[config.mk]
export PLATFORM = sky130hd
export DESIGN_NAME = pced_top
export DESIGN_NICKNAME = d
export VERILOG_FILES = /design/src/rtl/pced_top.v
export VERILOG_INCLUDE_DIRS = /design/src /design/src/rtl
export SDC_FILE = /design/constraint.sdc
export NUM_CORES = 1
export LEC_CHECK = 0
export BUFFER_PORTS_ARGS = -buffer_cell sky130_fd_sc_hd__buf_2
export CAP_MARGIN = 15
export CELL_PAD_IN_SITES_DETAIL_PLACEMENT = 1
export CELL_PAD_IN_SITES_GLOBAL_PLACEMENT = 1
export CORE_MARGIN = 2
export CORE_UTILIZATION = 40
export DETAILED_ROUTE_END_ITERATION = 10
export HOLD_SLACK_MARGIN = 0.12
export PLACE_DENSITY_LB_ADDON = 0.1
export SLEW_MARGIN = 20
export SYNTH_ARGS = -nofsm -noshare
export SYNTH_HDL_FRONTEND = slang
export SYNTH_SLANG_ARGS = --single-unit
[constraint.sdc]
create_clock -name core_clk -period 1.85 [get_ports core_clk]
set_input_delay 0.37 -clock core_clk [delete_from_list [all_inputs] [get_ports core_clk]]
set_output_delay 0.37 -clock core_clk [all_outputs]
set_load 0.005 [all_outputs]
[src/rtl/pced_defs.vh]
// register map, field layout and reset values of the pin change detector
`ifndef PCED_DEFS_VH
`define PCED_DEFS_VH

`define PCED_AW 4
`define PCED_DW 32
`define PCED_PW 8
`define PCED_NPORT 3
`define PCED_RST8 8'h00
`define PCED_RST32 32'h0000_0000
`define PCED_ZERO24 24'h00_0000
`define PCED_ZERO29 29'h0000_0000

// word indexes; byte address is four times the index
`define PCED_REG_PA_RISE 4'h0
`define PCED_REG_PA_FALL 4'h1
`define PCED_REG_PA_FLAG 4'h2
`define PCED_REG_PB_RISE 4'h3
`define PCED_REG_PB_FALL 4'h4
`define PCED_REG_PB_FLAG 4'h5
`define PCED_REG_PC_RISE 4'h6
`define PCED_REG_PC_FALL 4'h7
`define PCED_REG_PC_FLAG 4'h8
`define PCED_REG_CTRL 4'h9
`define PCED_REG_STATUS 4'ha
`define PCED_REG_IRQ_CLR 4'hb
`define PCED_REG_IRQ_EN 4'hc

// control register: bit 0 master enable
`define PCED_CTRL_MASTER 0
// status / clear / enable layout: bit 0 port a, 1 port b, 2 port c change events
`define PCED_EVT_W 3

// port b pins withheld while the debugger owns them
`define PCED_DBG_MASK 8'h3f

`endif

[src/rtl/pced_top.v]
// pin change edge detector for three 8-bit ports with avalon-mm register slave
// Behaviour
// - with master enable set a change event raises wake-up; otherwise no wake-up.
// - port a rise enable makes a rising edge set its flag and combined flag.
// - port a fall enable makes a falling edge set its flag and combined flag.
// - port a flag sets on rising edge when its rise enable is one.
// - port a flag sets on falling edge when its fall enable is one.
// - a set flag stays set until software writes it to zero; here debugger enable also clears port b flags 7 and 6.
// - port b rise enable makes a rising edge set its flag and combined flag.
// - port b fall enable makes a falling edge set its flag and combined flag.
// - port b flag sets on an enabled rising or falling edge.
// - with debugger enabled port b pins 7 and 6 take no part in detection.
// - port c rise enable makes a rising edge set its flag and combined flag.
// - port c fall enable makes a falling edge set its flag and combined flag.
// - an enable bit at zero leaves that edge ignored on that pin.
// - all enable and flag bits reset to zero on every reset.
// - flags are software readable and writable and set by hardware too.
// - detection and flags keep working while the master enable is clear.
// - combined flag is the or of every per-pin flag.
// - an edge arriving during a software clear leaves the flag set.
//
// Decided for this implementation: the Avalon-MM register port and the placing of the registers.
`include "pced_defs.vh"

module pced_top (
  input wire core_clk, // system clock, 10 MHz
  input wire srst, // synchronous reset, active high
  input wire [`PCED_AW-1:0] avs_address, // word index
  input wire avs_read, // read request
  input wire avs_write, // write request
  input wire [`PCED_DW-1:0] avs_writedata, // write data
  input wire [3:0] avs_byteenable, // byte enables; lane 0 carries the registers
  output reg [`PCED_DW-1:0] avs_readdata, // read data
  output reg avs_waitrequest, // stall
  input wire [`PCED_PW-1:0] porta_pin, // port a pin levels
  input wire [`PCED_PW-1:0] portb_pin, // port b pin levels
  input wire [`PCED_PW-1:0] portc_pin, // port c pin levels
  input wire debugger_enable, // debugger owns port b pins 7 and 6
  output reg combined_change_flag, // or of all per-pin flags
  output reg change_irq, // interrupt to the controller
  output reg wake_req, // wake-up from sleep
  output reg irq // level interrupt of the status block
);

////////////////////////////////////////////////////////////////////////////////
// register storage, indexed by port
reg [`PCED_PW-1:0] rise_en [0:`PCED_NPORT-1];
reg [`PCED_PW-1:0] fall_en [0:`PCED_NPORT-1];
reg [`PCED_PW-1:0] flags [0:`PCED_NPORT-1];
reg change_irq_master_enable;
reg [`PCED_EVT_W-1:0] evt_status;
reg [`PCED_EVT_W-1:0] evt_enable;

wire [`PCED_PW-1:0] pin_in [0:`PCED_NPORT-1];
assign pin_in[0] = porta_pin;
assign pin_in[1] = portb_pin;
assign pin_in[2] = portc_pin;

// port b upper pins drop out while the debugger holds them
wire [`PCED_PW-1:0] port_avail [0:`PCED_NPORT-1];
assign port_avail[0] = {`PCED_PW{1'b1}};
assign port_avail[1] = debugger_enable ? `PCED_DBG_MASK : {`PCED_PW{1'b1}};
assign port_avail[2] = {`PCED_PW{1'b1}};

// one-cycle bus answer: waitrequest drops the cycle after a request arrives
wire bus_req = (avs_read | avs_write) & avs_waitrequest;
wire wr_go = avs_write & ~avs_waitrequest;
wire rd_go = avs_read & ~avs_waitrequest;
wire lane0 = avs_byteenable[0];

// decoding used by every per-port register
function wr_hit;
  input [`PCED_AW-1:0] addr;
  input [`PCED_AW-1:0] idx;
  begin
    wr_hit = (addr == idx);
  end
endfunction

function [`PCED_AW-1:0] port_idx;
  input [1:0] port;
  input [1:0] kind;
  begin
    port_idx = (`PCED_REG_PA_RISE + {2'b00, port} * 4'h3 + {2'b00, kind});
  end
endfunction

////////////////////////////////////////////////////////////////////////////////
// per-port synchroniser, edge detect and flags
wire [`PCED_NPORT-1:0] port_event;
wire [`PCED_NPORT-1:0] port_any;

genvar gp;
generate
  for (gp = 0; gp < `PCED_NPORT; gp = gp + 1) begin : g_port
    reg [`PCED_PW-1:0] sync1;
    reg [`PCED_PW-1:0] sync2;
    reg [`PCED_PW-1:0] prev;
    wire [`PCED_PW-1:0] rise_hit;
    wire [`PCED_PW-1:0] fall_hit;
    wire [`PCED_PW-1:0] set_bits;
    wire flag_wr;
    reg [`PCED_PW-1:0] next_flags;

    always @(posedge core_clk) begin
      if (srst) begin
        sync1 <= `PCED_RST8;
        sync2 <= `PCED_RST8;
        prev <= `PCED_RST8;
      end else begin
        sync1 <= pin_in[gp];
        sync2 <= sync1;
        prev <= sync2;
      end
    end

    assign rise_hit = sync2 & ~prev & rise_en[gp];
    assign fall_hit = ~sync2 & prev & fall_en[gp];
    assign set_bits = (rise_hit | fall_hit) & port_avail[gp];
    assign flag_wr = wr_go & lane0 & wr_hit(avs_address, port_idx(gp, 2'd2));

    always @* begin
      next_flags = flags[gp];
      if (flag_wr)
        next_flags = avs_writedata[`PCED_PW-1:0];
      next_flags = (next_flags | set_bits) & port_avail[gp];
    end

    always @(posedge core_clk) begin
      if (srst) begin
        rise_en[gp] <= `PCED_RST8;
        fall_en[gp] <= `PCED_RST8;
        flags[gp] <= `PCED_RST8;
      end else begin
        if (wr_go & lane0 & wr_hit(avs_address, port_idx(gp, 2'd0)))
          rise_en[gp] <= avs_writedata[`PCED_PW-1:0] & port_avail[gp];
        if (wr_go & lane0 & wr_hit(avs_address, port_idx(gp, 2'd1)))
          fall_en[gp] <= avs_writedata[`PCED_PW-1:0] & port_avail[gp];
        // flags run regardless of master enable
        flags[gp] <= next_flags;
      end
    end

    assign port_event[gp] = |set_bits;
    assign port_any[gp] = |flags[gp];
  end
endgenerate

////////////////////////////////////////////////////////////////////////////////
// control, event status and interrupt block
wire ctrl_wr = wr_go & lane0 & wr_hit(avs_address, `PCED_REG_CTRL);
wire clr_wr = wr_go & lane0 & wr_hit(avs_address, `PCED_REG_IRQ_CLR);
wire en_wr = wr_go & lane0 & wr_hit(avs_address, `PCED_REG_IRQ_EN);
wire any_flag = |port_any;
reg [`PCED_EVT_W-1:0] next_status;

always @* begin
  next_status = evt_status;
  if (clr_wr)
    next_status = next_status & ~avs_writedata[`PCED_EVT_W-1:0];
  // an event in the clearing cycle stays recorded
  next_status = next_status | port_event;
end

always @(posedge core_clk) begin
  if (srst) begin
    change_irq_master_enable <= 1'b0;
    evt_status <= {`PCED_EVT_W{1'b0}};
    evt_enable <= {`PCED_EVT_W{1'b0}};
    combined_change_flag <= 1'b0;
    change_irq <= 1'b0;
    wake_req <= 1'b0;
    irq <= 1'b0;
  end else begin
    if (ctrl_wr)
      change_irq_master_enable <= avs_writedata[`PCED_CTRL_MASTER];
    if (en_wr)
      evt_enable <= avs_writedata[`PCED_EVT_W-1:0];
    evt_status <= next_status;
    combined_change_flag <= any_flag;
    change_irq <= any_flag & change_irq_master_enable;
    wake_req <= any_flag & change_irq_master_enable;
    irq <= |(next_status & evt_enable);
  end
end

////////////////////////////////////////////////////////////////////////////////
// avalon-mm slave: one wait state on every access
reg [`PCED_DW-1:0] rd_mux;

always @* begin
  case (avs_address)
    `PCED_REG_PA_RISE: rd_mux = {`PCED_ZERO24, rise_en[0]};
    `PCED_REG_PA_FALL: rd_mux = {`PCED_ZERO24, fall_en[0]};
    `PCED_REG_PA_FLAG: rd_mux = {`PCED_ZERO24, flags[0]};
    `PCED_REG_PB_RISE: rd_mux = {`PCED_ZERO24, rise_en[1]};
    `PCED_REG_PB_FALL: rd_mux = {`PCED_ZERO24, fall_en[1]};
    `PCED_REG_PB_FLAG: rd_mux = {`PCED_ZERO24, flags[1]};
    `PCED_REG_PC_RISE: rd_mux = {`PCED_ZERO24, rise_en[2]};
    `PCED_REG_PC_FALL: rd_mux = {`PCED_ZERO24, fall_en[2]};
    `PCED_REG_PC_FLAG: rd_mux = {`PCED_ZERO24, flags[2]};
    `PCED_REG_CTRL: rd_mux = {`PCED_ZERO29, 2'b00, change_irq_master_enable};
    `PCED_REG_STATUS: rd_mux = {`PCED_ZERO29, evt_status};
    `PCED_REG_IRQ_EN: rd_mux = {`PCED_ZERO29, evt_enable};
    // clear register and unmapped words read as zero
    default: rd_mux = `PCED_RST32;
  endcase
end

always @(posedge core_clk) begin
  if (srst) begin
    avs_waitrequest <= 1'b1;
    avs_readdata <= `PCED_RST32;
  end else begin
    // low for exactly one cycle per request, then high again
    avs_waitrequest <= ~bus_req;
    // read data stands only in the answer cycle, zero whenever waitrequest is high
    if (bus_req & avs_read)
      avs_readdata <= rd_mux;
    else
      avs_readdata <= `PCED_RST32;
  end
end

endmodule

==> results of run 1 <==
==> power breakdown <==
group	internal [mW]	switching, mW	total, mW
Sequential	3.81	0.0970	3.91
Clock	1.97	1.46	3.44
Combinational	0.280	0.361	0.641
==> kinds of logic after synthesis <==
family / after synthesis
AOI/OAI and AO/OA: 99
buffers and inverters: 65
other: 1
muxes: 39
and+or+nand+nor: 274
DFF: 163
==> metrics by stage <==
step | std cells | hold slack, ps | setup TNS (ps)
floorplan | 664 | 414 | -778
global placement | 945 | 419 | -4280
detailed placement | 945 | 424 | -4270
CTS | 978 | 121 | 0
global route | 979 | 147 | 0
finish | 980 | 138 | 0
==> repair_timing <==
| action | 4_1_cts | 5_1_grt |
|---|---|---|
| hold buffers | 1 | 0 |
| setup buffers | 0 | 1 |
| setup endpoints to repair | 16 | 5 |
| endpoints found under the hold margin | 1 | 0 |
| pin swaps | 0 | 2 |
| gates resized for setup | 3 | 5 |
==> per-layer routing <==
layer  global-route usage, %  share of wire [%]  vias to the layer above
met5                       0                  0                        -
met4                    10.7                3.0                        0
met3                    3.55                3.9                       37
met2                    37.1                 47                      155
met1                    30.7                 46                     2558
li1                        -                  -                     2462
==> cells in the final DEF, fill, tap and decap left out, drive strengths merged, types with 2 or more instances in the layout <==
cell / n
o21ba: 3
mux2: 11
nor3: 6
a22oi: 6
nand3: 7
a21oi: 19
a31oi: 26
nand3b: 47
and2b: 3
o21a: 2
nor2b: 80
nand4: 3
conb: 24
and3b: 6
nor4: 31
a221oi: 4
nand2: 38
a311oi: 2
clkinv: 10
nor2: 20
a211oi: 5
nand2b: 2
dfxtp: 115
inv: 4
mux2i: 25
clkbuf: 18
o21bai: 7
buf: 116
and2: 27
clkinvlp: 4
mux4: 3
o21ai: 18
edfxtp: 48
bufinv: 2
==> registers in the layout, summed over array words and instances (netlist names) <==
name	count
change_irq_master_enable	1
evt_enable	3
avs_readdata	8
g_port.prev	24
rise_en	24
combined_change_flag	1
irq	1
fall_en	24
g_port.sync1	24
g_port.sync2	24
flags	24
evt_status	3
avs_waitrequest	1
wake_req	1
==> how the worst max path moves through the flow <==
stage	from	end	slack, ps	cells past startpoint
4_1_cts	avs_waitrequest	flags[0][4]	40	7
2_1_floorplan	avs_address[2]	fall_en[2][0]	-20	5
3_5_place_dp	avs_write	rise_en[2][4]	-190	6
5_1_grt	avs_waitrequest	irq	10	6
6_report	avs_waitrequest	irq	70	6
3_3_place_gp	avs_write	rise_en[2][7]	-220	6
==> final cells by class <==
class | count | share of cell area [%]
Multi-Input combinational cell | 436 | 35.1
Clock inverter | 14 | 1.65
Tap cell | 225 | 3.38
Timing Repair Buffer | 117 | 9.44
Sequential cell | 163 | 45.0
Antenna cell | 1 | 0.0300
Clock buffer | 18 | 5.15
Inverter | 6 | 0.270
==> critical path, cell delays in order (launching register included) <==
cell and delay, ps:
dfxtp_1 320, and3b_2 300, buf_4 140, nand4_4 110
o21ai_0 270, a31oi_1 190, a221o_1 340
==> impl_metrics.toml, run 1 <==
[worst_setup_path]
reg2reg_slack_ps = 70
required_ps = 2170
reg2reg_depth = 6
criticalPathCategory = "register to register"
r2r-end = "irq"
setup.worst_path.start_class = "register"
worstPathArrival_ps = 2090
r2r-start = "avs_waitrequest"
path_max_fanout = 4
cp-end-kind = "register"

[synth]
muxShareOfSynthArea_pct = 6.42
ys_warn_count = 0
synthArstFlopShare_pct = 0
synth_most_common_cell = "dfxtp_1"
synth-xor-area-share_pct = 0
synth_flop_cell = "dfxtp_1"
syn_inst = 641
synth_area_um2 = 6940
synthTopCellsByCount = "115 x dfxtp_1, 80 x nor2b_1, 48 x edfxtp_1"
synth_top_family_by_area = "simple AND/OR/NAND/NOR gates"
synth_compound_area_share_pct = 9.27
synth.area.top_cells = "dfxtp_1 33%, edfxtp_1 21%, nor2b_1 7.2%"
syn_avg_cell_area_um2 = 10.8
synth_adder_area_share_pct = 0
synth_seq_cells = 163
synth_edf_count = 48
synth_top_area_share_pct = 33.2
synthSimpleGateAreaFrac_pct = 24.7
ys_types = 55
seq_area_frac_synth_pct = 54.0
synth_area_leader_cell = "dfxtp_1"

[sta]
skew_ps = 6.47
hold_violations = 0
fmax_mhz = 563
min_period_over_period_pct = 96.0
setup_violations = 0
slew_headroom_pct = 64.2
finalWorstSetupSlack_ps = 73.4
worstMarginPinSlew_ps = 533
slew_viol_final = 0
min_period_ps = 1780
rsz0062_at_grt = "no"

[detailed_routing]
drt_wl_total_mm = 20.3
drc = 0
vias = 5212
wire_per_inst_um = 20.8
drt_iter0_markers = 322
first_pass_iters = 5
viasPerCell = 5.32
ant_nets = 0

[die]
die_w_um = 136
num_rows = 48
coreArea_um2 = 17100
ios = 106
die_h_um = 136
start_util_pct = 40.5
fp.dieArea_um2 = 18400

[placed_design]
dpl_cell_area_um2 = 7710
routabilityCongestion = 0.882
place_ws_ps = -187
port_buffers = 54
dp_hpwl_mm = 15.4

[cells_and_area]
seq_area_um2 = 3740
post-route-util_pct = 48.7
drive_gt1_share_pct = 23.5
n_fill_cell = 1893
multiInputGateArea_um2 = 2930
area_growth_pct = 20.1
final_area_um2 = 8330
final_nets = 810

[clock_network]
clk_latency_ps = 430
cts.reportedPaths.clkPinSlew_ps = 60
cts-buffers-inserted = 17
cts_max_level = 4
cts_root_buf = "clkbuf_16"
clkSinkCount = 163
cts_tree = "yes"
max-clock-path-buffers = 2

[worst_hold_path]
min_from = "avs_write"
holdCritPathClass = "primary input to register"
min_to = "avs_waitrequest"
whs_path_depth = 2

[run_status]
outcome = "finished clean"

[global_route]
grt.total_usage_pct = 23.1
antenna_found_initial = 0
grt-ovfl-total = 0
grt_max_degree = 31
grt_pass1_wl_mm = 30.8
grt_pass1_vias = 5304

[pwr]
p_leak_nw = 3.30
power.density_nw_per_um2 = 959
vdd_ir_drop_max_mv = 0.649
finalPower_mw = 7.98

[job]
max-cap-violations = 0
(Power assumes the default switching activity.)
==> inputs of run 2 (changes only) <==
RECOVER_POWER = 25   (was unset)
==> run 2 against run 1 <==
Against the previous run:
- global-route usage did not move
- via count fell by 0.12%
- sequential share of layout area up 0.10 points
- sequential cell count unchanged
- total power barely moved
- setup slack improved by 9.7 ps
- die area unchanged
- critical path depth is the same
- maximum frequency increased by 0.55%
- critical path type unchanged
- largest cell class unchanged
- highest routed layer unchanged
==> impl_metrics.toml, run 2 (synthesis results as in run 1) <==
[global_route]
antenna_found_initial = 0
grt_pass1_wl_mm = 30.8
grt.total_usage_pct = 23.1
grt_pass1_vias = 5304
grt_max_degree = 31
grt-ovfl-total = 0

[sta]
slew_headroom_pct = 40.0
min_period_ps = 1770
finalWorstSetupSlack_ps = 83.1
skew_ps = 6.28
hold_violations = 0
min_period_over_period_pct = 95.5
setup_violations = 0
fmax_mhz = 566
worstMarginPinSlew_ps = 901
fin_tns_setup_ps = 0
slew_viol_final = 0
rsz0062_at_grt = "no"

[clock_network]
cts_tree = "yes"
clkSinkCount = 163
cts_root_buf = "clkbuf_16"
cts_max_level = 4
cts.reportedPaths.clkPinSlew_ps = 60
clk_latency_ps = 430
cts-buffers-inserted = 17
max-clock-path-buffers = 2

[cells_and_area]
final_nets = 810
layout_commonest_cell = "dfxtp_1"
area_growth_pct = 19.8
post-route-util_pct = 48.5
drive_gt1_share_pct = 23.1
layoutNonFillerInstCount = 979
n_fill_cell = 1895
layout_common_cells = "115 x dfxtp_1, 80 x nor2b_1, 55 x buf_4, 53 x buf_2, 48 x edfxtp_1"
diodes = 0

[placed_design]
place_ws_ps = -187
routabilityCongestion = 0.882
placedCellCount = 945
dp_hpwl_mm = 15.4
port_buffers = 54

[die]
ios = 106
start_util_pct = 40.5
num_rows = 48
fp.dieArea_um2 = 18400
coreArea_um2 = 17100
die_h_um = 136
die_w_um = 136

[detailed_routing]
vias = 5206
ant_nets = 0
drc = 0
drt_iter0_markers = 328
drt_wl_total_mm = 20.4
wire_per_inst_um = 20.8
viasPerCell = 5.32
first_pass_iters = 5

[worst_setup_path]
criticalPathCategory = "register to register"
crit_chain = "and3b_2 > buf_4 > nand4_4 > o21ai_0 > a31oi_1 > a221o_1"
critPathSlowestCell = "a221o_1"
cp-end-kind = "register"
worstPathArrival_ps = 2080
max_stage_delay_ps = 340
setup.worst_path.start_class = "register"
path_max_fanout = 4
cp_num_buf_inv = 1
required_ps = 2170
path_delay_family = "compound AO/OA/AOI/OAI gates"

[pwr]
power.density_nw_per_um2 = 961
vdd_ir_drop_max_mv = 0.651
p_leak_nw = 3.29

[run_status]
outcome = "finished clean"

[worst_hold_path]
holdCritPathClass = "primary input to register"

[job]
max-cap-violations = 0
-- run 2: cell types whose count changed in the layout (fill, tap and decap cells not counted) --
cell,delta
clkbuf_2,+2
diode_2,-1
clkbuf_1,+3
buf_4,-5
-- run 2: metrics by stage --
| step | area [um2] | hold WS (ps) | power, mW |
|---|---|---|---|
| after floorplan | 7020 | 414 | 4.33 |
| after global placement | 7710 | 419 | 4.59 |
| after detailed placement | 7710 | 424 | 4.61 |
| after CTS | 8290 | 121 | 8.04 |
| after global routing | 8310 | 147 | 8.24 |
| final | 8310 | 138 | 7.98 |
-- run 2: path summary, 6_finish.rpt --
check,slack (ps),cells after the start,end,from
max,80,6,irq,avs_waitrequest
max reg2reg,80,6,irq,avs_waitrequest
min,140,2,avs_waitrequest,avs_write
min reg2reg,430,1,g_port[1].sync2[6],g_port[1].sync1[6]
-- run 2: cell type report --
cell class              instances  area [um2]  area share (%)
multi-input cells             436        2930            35.2
well taps                     225         282            3.39
clock buffers                  18         429            5.16
repair buffers                117         769            9.26
clock inverters                14         138            1.66
inverters                       6        22.5           0.271
flip-flops and latches        163        3740            45.1
-- run 2: repair_timing --
action                                  4_1_cts  5_1_grt
endpoints found under the setup margin       16        5
setup buffers                                 0        1
endpoints found under the hold margin         1        0
gates resized for setup                       3        5
hold buffers                                  1        0
pin swaps                                     0        2
-- run 2: where the power goes --
group / leakage, nW / switching, mW / internal [mW]
clock: 0.265 / 1.47 / 1.97
sequential: 1.44 / 0.0978 / 3.81
combinational: 1.59 / 0.361 / 0.276
-- run 2: per-layer routing --
metal	routed length, um	global-route usage (%)
met1	9310	30.7
met2	9650	37.1
met3	814	3.55
met4	597	10.7
met5	0	0
-- run 2: worst register-to-register path: cells and delay by family, from the launching register on --
family,cells,cell delay [ps]
and+or+nand+nor,2,410
buffers and inverters,1,140
AOI/OAI and AO/OA,3,800
DFF,1,320
==> inputs of run 3 (changes only) <==
BUFFER_PORTS_ARGS = unset   (was -buffer_cell sky130_fd_sc_hd__buf_2)
CORE_UTILIZATION = 45   (was 40)
DONT_BUFFER_PORTS = 1   (was unset)
PLACE_DENSITY = 0.84   (was unset)
PLACE_DENSITY_LB_ADDON = unset   (was 0.1)
RECOVER_POWER = 100   (was 25)
==> run 3 against run 2 <==
Against the previous run:
- non-clock buffer count down 38
- core utilization up 5.1 points
- register-to-register slack worse by 30 ps
- clock skew up 2.8 ps
- clock power down 3%
- total power down 2.6%
- sequential cell count unchanged
- via count up 3.4%
- critical endpoint unchanged
- highest routed layer unchanged
==> impl_metrics.toml, run 3 (synthesis results as in run 1) <==
[worst_setup_path]
cp-end-kind = "register"
cp_num_cells = 5
max_stage_delay_ps = 450
criticalPathCategory = "register to register"
required_ps = 2180
setup.worst_path.start_class = "register"
r2r-end = "irq"
critPathSlowestCell = "edfxtp_1"
worstPathArrival_ps = 2120
crit_chain = "nand3b_1 > nand2_1 > nor4_1 > a31oi_1 > a221o_1"
path_delay_family = "simple AND/OR/NAND/NOR gates"
reg2reg_slack_ps = 60
cp_num_buf_inv = 0
path_max_fanout = 2
reg2reg_depth = 5
r2r-start = "fall_en[0][4]"

[detailed_routing]
wire_per_inst_um = 23.5
drt_iter0_markers = 489
first_pass_iters = 5
viasPerCell = 5.95
drt_wl_total_mm = 21.3
vias = 5383
drc = 0
ant_nets = 0

[sta]
slew_viol_final = 0
rsz0062_at_grt = "no"
slew_headroom_pct = 64.8
hold_violations = 0
fin_tns_setup_ps = 0
min_period_ps = 1790
min_period_over_period_pct = 96.9
fmax_mhz = 558
skew_ps = 9.06
setup_violations = 0
worstMarginPinSlew_ps = 525

[global_route]
antenna_found_initial = 0
grt_pass1_wl_mm = 32.2
grt-ovfl-total = 0
grt_pass1_vias = 5504
grt_max_degree = 78
grt.total_usage_pct = 26.8

[worst_hold_path]
min_from = "avs_address[2]"
min_to = "avs_readdata[0]"
holdCritPathClass = "primary input to register"
whs_path_depth = 2

[pwr]
vdd_ir_drop_max_mv = 0.701
finalPower_mw = 7.78
p_leak_nw = 3.05
power.density_nw_per_um2 = 957

[job]
max-cap-violations = 0

[clock_network]
clkSinkCount = 163
cts_max_level = 4
max-clock-path-buffers = 2
cts-buffers-inserted = 17
clk_latency_ps = 440
cts.reportedPaths.clkPinSlew_ps = 70
cts_root_buf = "clkbuf_16"
cts_tree = "yes"

[cells_and_area]
post-route-util_pct = 53.7
area_growth_pct = 17.2
layoutNonFillerInstCount = 905
final_area_um2 = 8130
drive_gt1_share_pct = 10.6
final_nets = 772
layout_commonest_cell = "dfxtp_1"
layout_common_cells = "115 x dfxtp_1, 80 x nor2b_1, 53 x dlygate4sd3_1, 48 x edfxtp_1, 47 x nand3b_1"

[die]
ios = 106
num_rows = 45
die_w_um = 128
fp.dieArea_um2 = 16400
die_h_um = 128
start_util_pct = 45.8
coreArea_um2 = 15100

[placed_design]
port_buffers = 0
dpl_cell_area_um2 = 7070
routabilityCongestion = 0.957
placedCellCount = 817
dp_hpwl_mm = 13.1

[run_status]
outcome = "finished clean"
## run 3: changes by cell type in the layout (fill, tap and decap cells not counted), moves of 7 or more
cell / before / now
dlygate4sd3_1: 1 / 53
clkbuf_1: 4 / 12
and2_1: 27 / 7
buf_4: 55 / 9
inv_6: 1 / 8
and2_0: 0 / 20
buf_2: 53 / 0
## run 3: timing repair
item,in CTS,in global routing
hold endpoints to repair,114,1
hold buffers,53,1
gates resized for setup,3,3
setup buffers,0,1
pin swaps,0,1
setup endpoints to repair,8,50
## run 3: layout make-up
class / count / area (um2)
Fill cell: 1599 / 7020
Clock inverter: 15 / 120
Tap cell: 188 / 235
Inverter: 6 / 22.5
Clock buffer: 17 / 425
Antenna cell: 1 / 2.50
Multi-Input combinational cell: 436 / 2890
Sequential cell: 163 / 3740
Timing Repair Buffer: 79 / 691
## run 3: metrics by stage
step | hold slack (ps) | setup slack [ps]
after CTS | 121 | 34.7
final | 135 | 58.0
after global routing | 124 | 3.23
after global placement | 421 | -30.9
after detailed placement | 425 | -49.4
after floorplan | 414 | -18.4
## run 3: worst max path at each step
stage	to	startpoint	slack (ps)
2_1_floorplan	fall_en[2][0]	avs_address[2]	-20
3_3_place_gp	irq	rise_en[1][2]	-30
3_5_place_dp	rise_en[2][4]	avs_write	-50
4_1_cts	irq	avs_waitrequest	30
5_1_grt	irq	fall_en[1][2]	3
6_report	irq	fall_en[0][4]	60
## run 3: metal layers
metal	vias to the layer above	GRT usage, %	share of wire, %
li1	2383	-	-
met1	2640	33.4	40
met2	291	43.4	48
met3	69	6.55	8.2
met4	0	13.8	4.6
met5	-	0	0
## run 3: power by group
part	internal, mW	switching (mW)	leakage [nW]
sequential	3.81	0.0994	1.44
combinational	0.255	0.276	1.35
clock	1.75	1.59	0.268
total	5.82	1.96	3.05
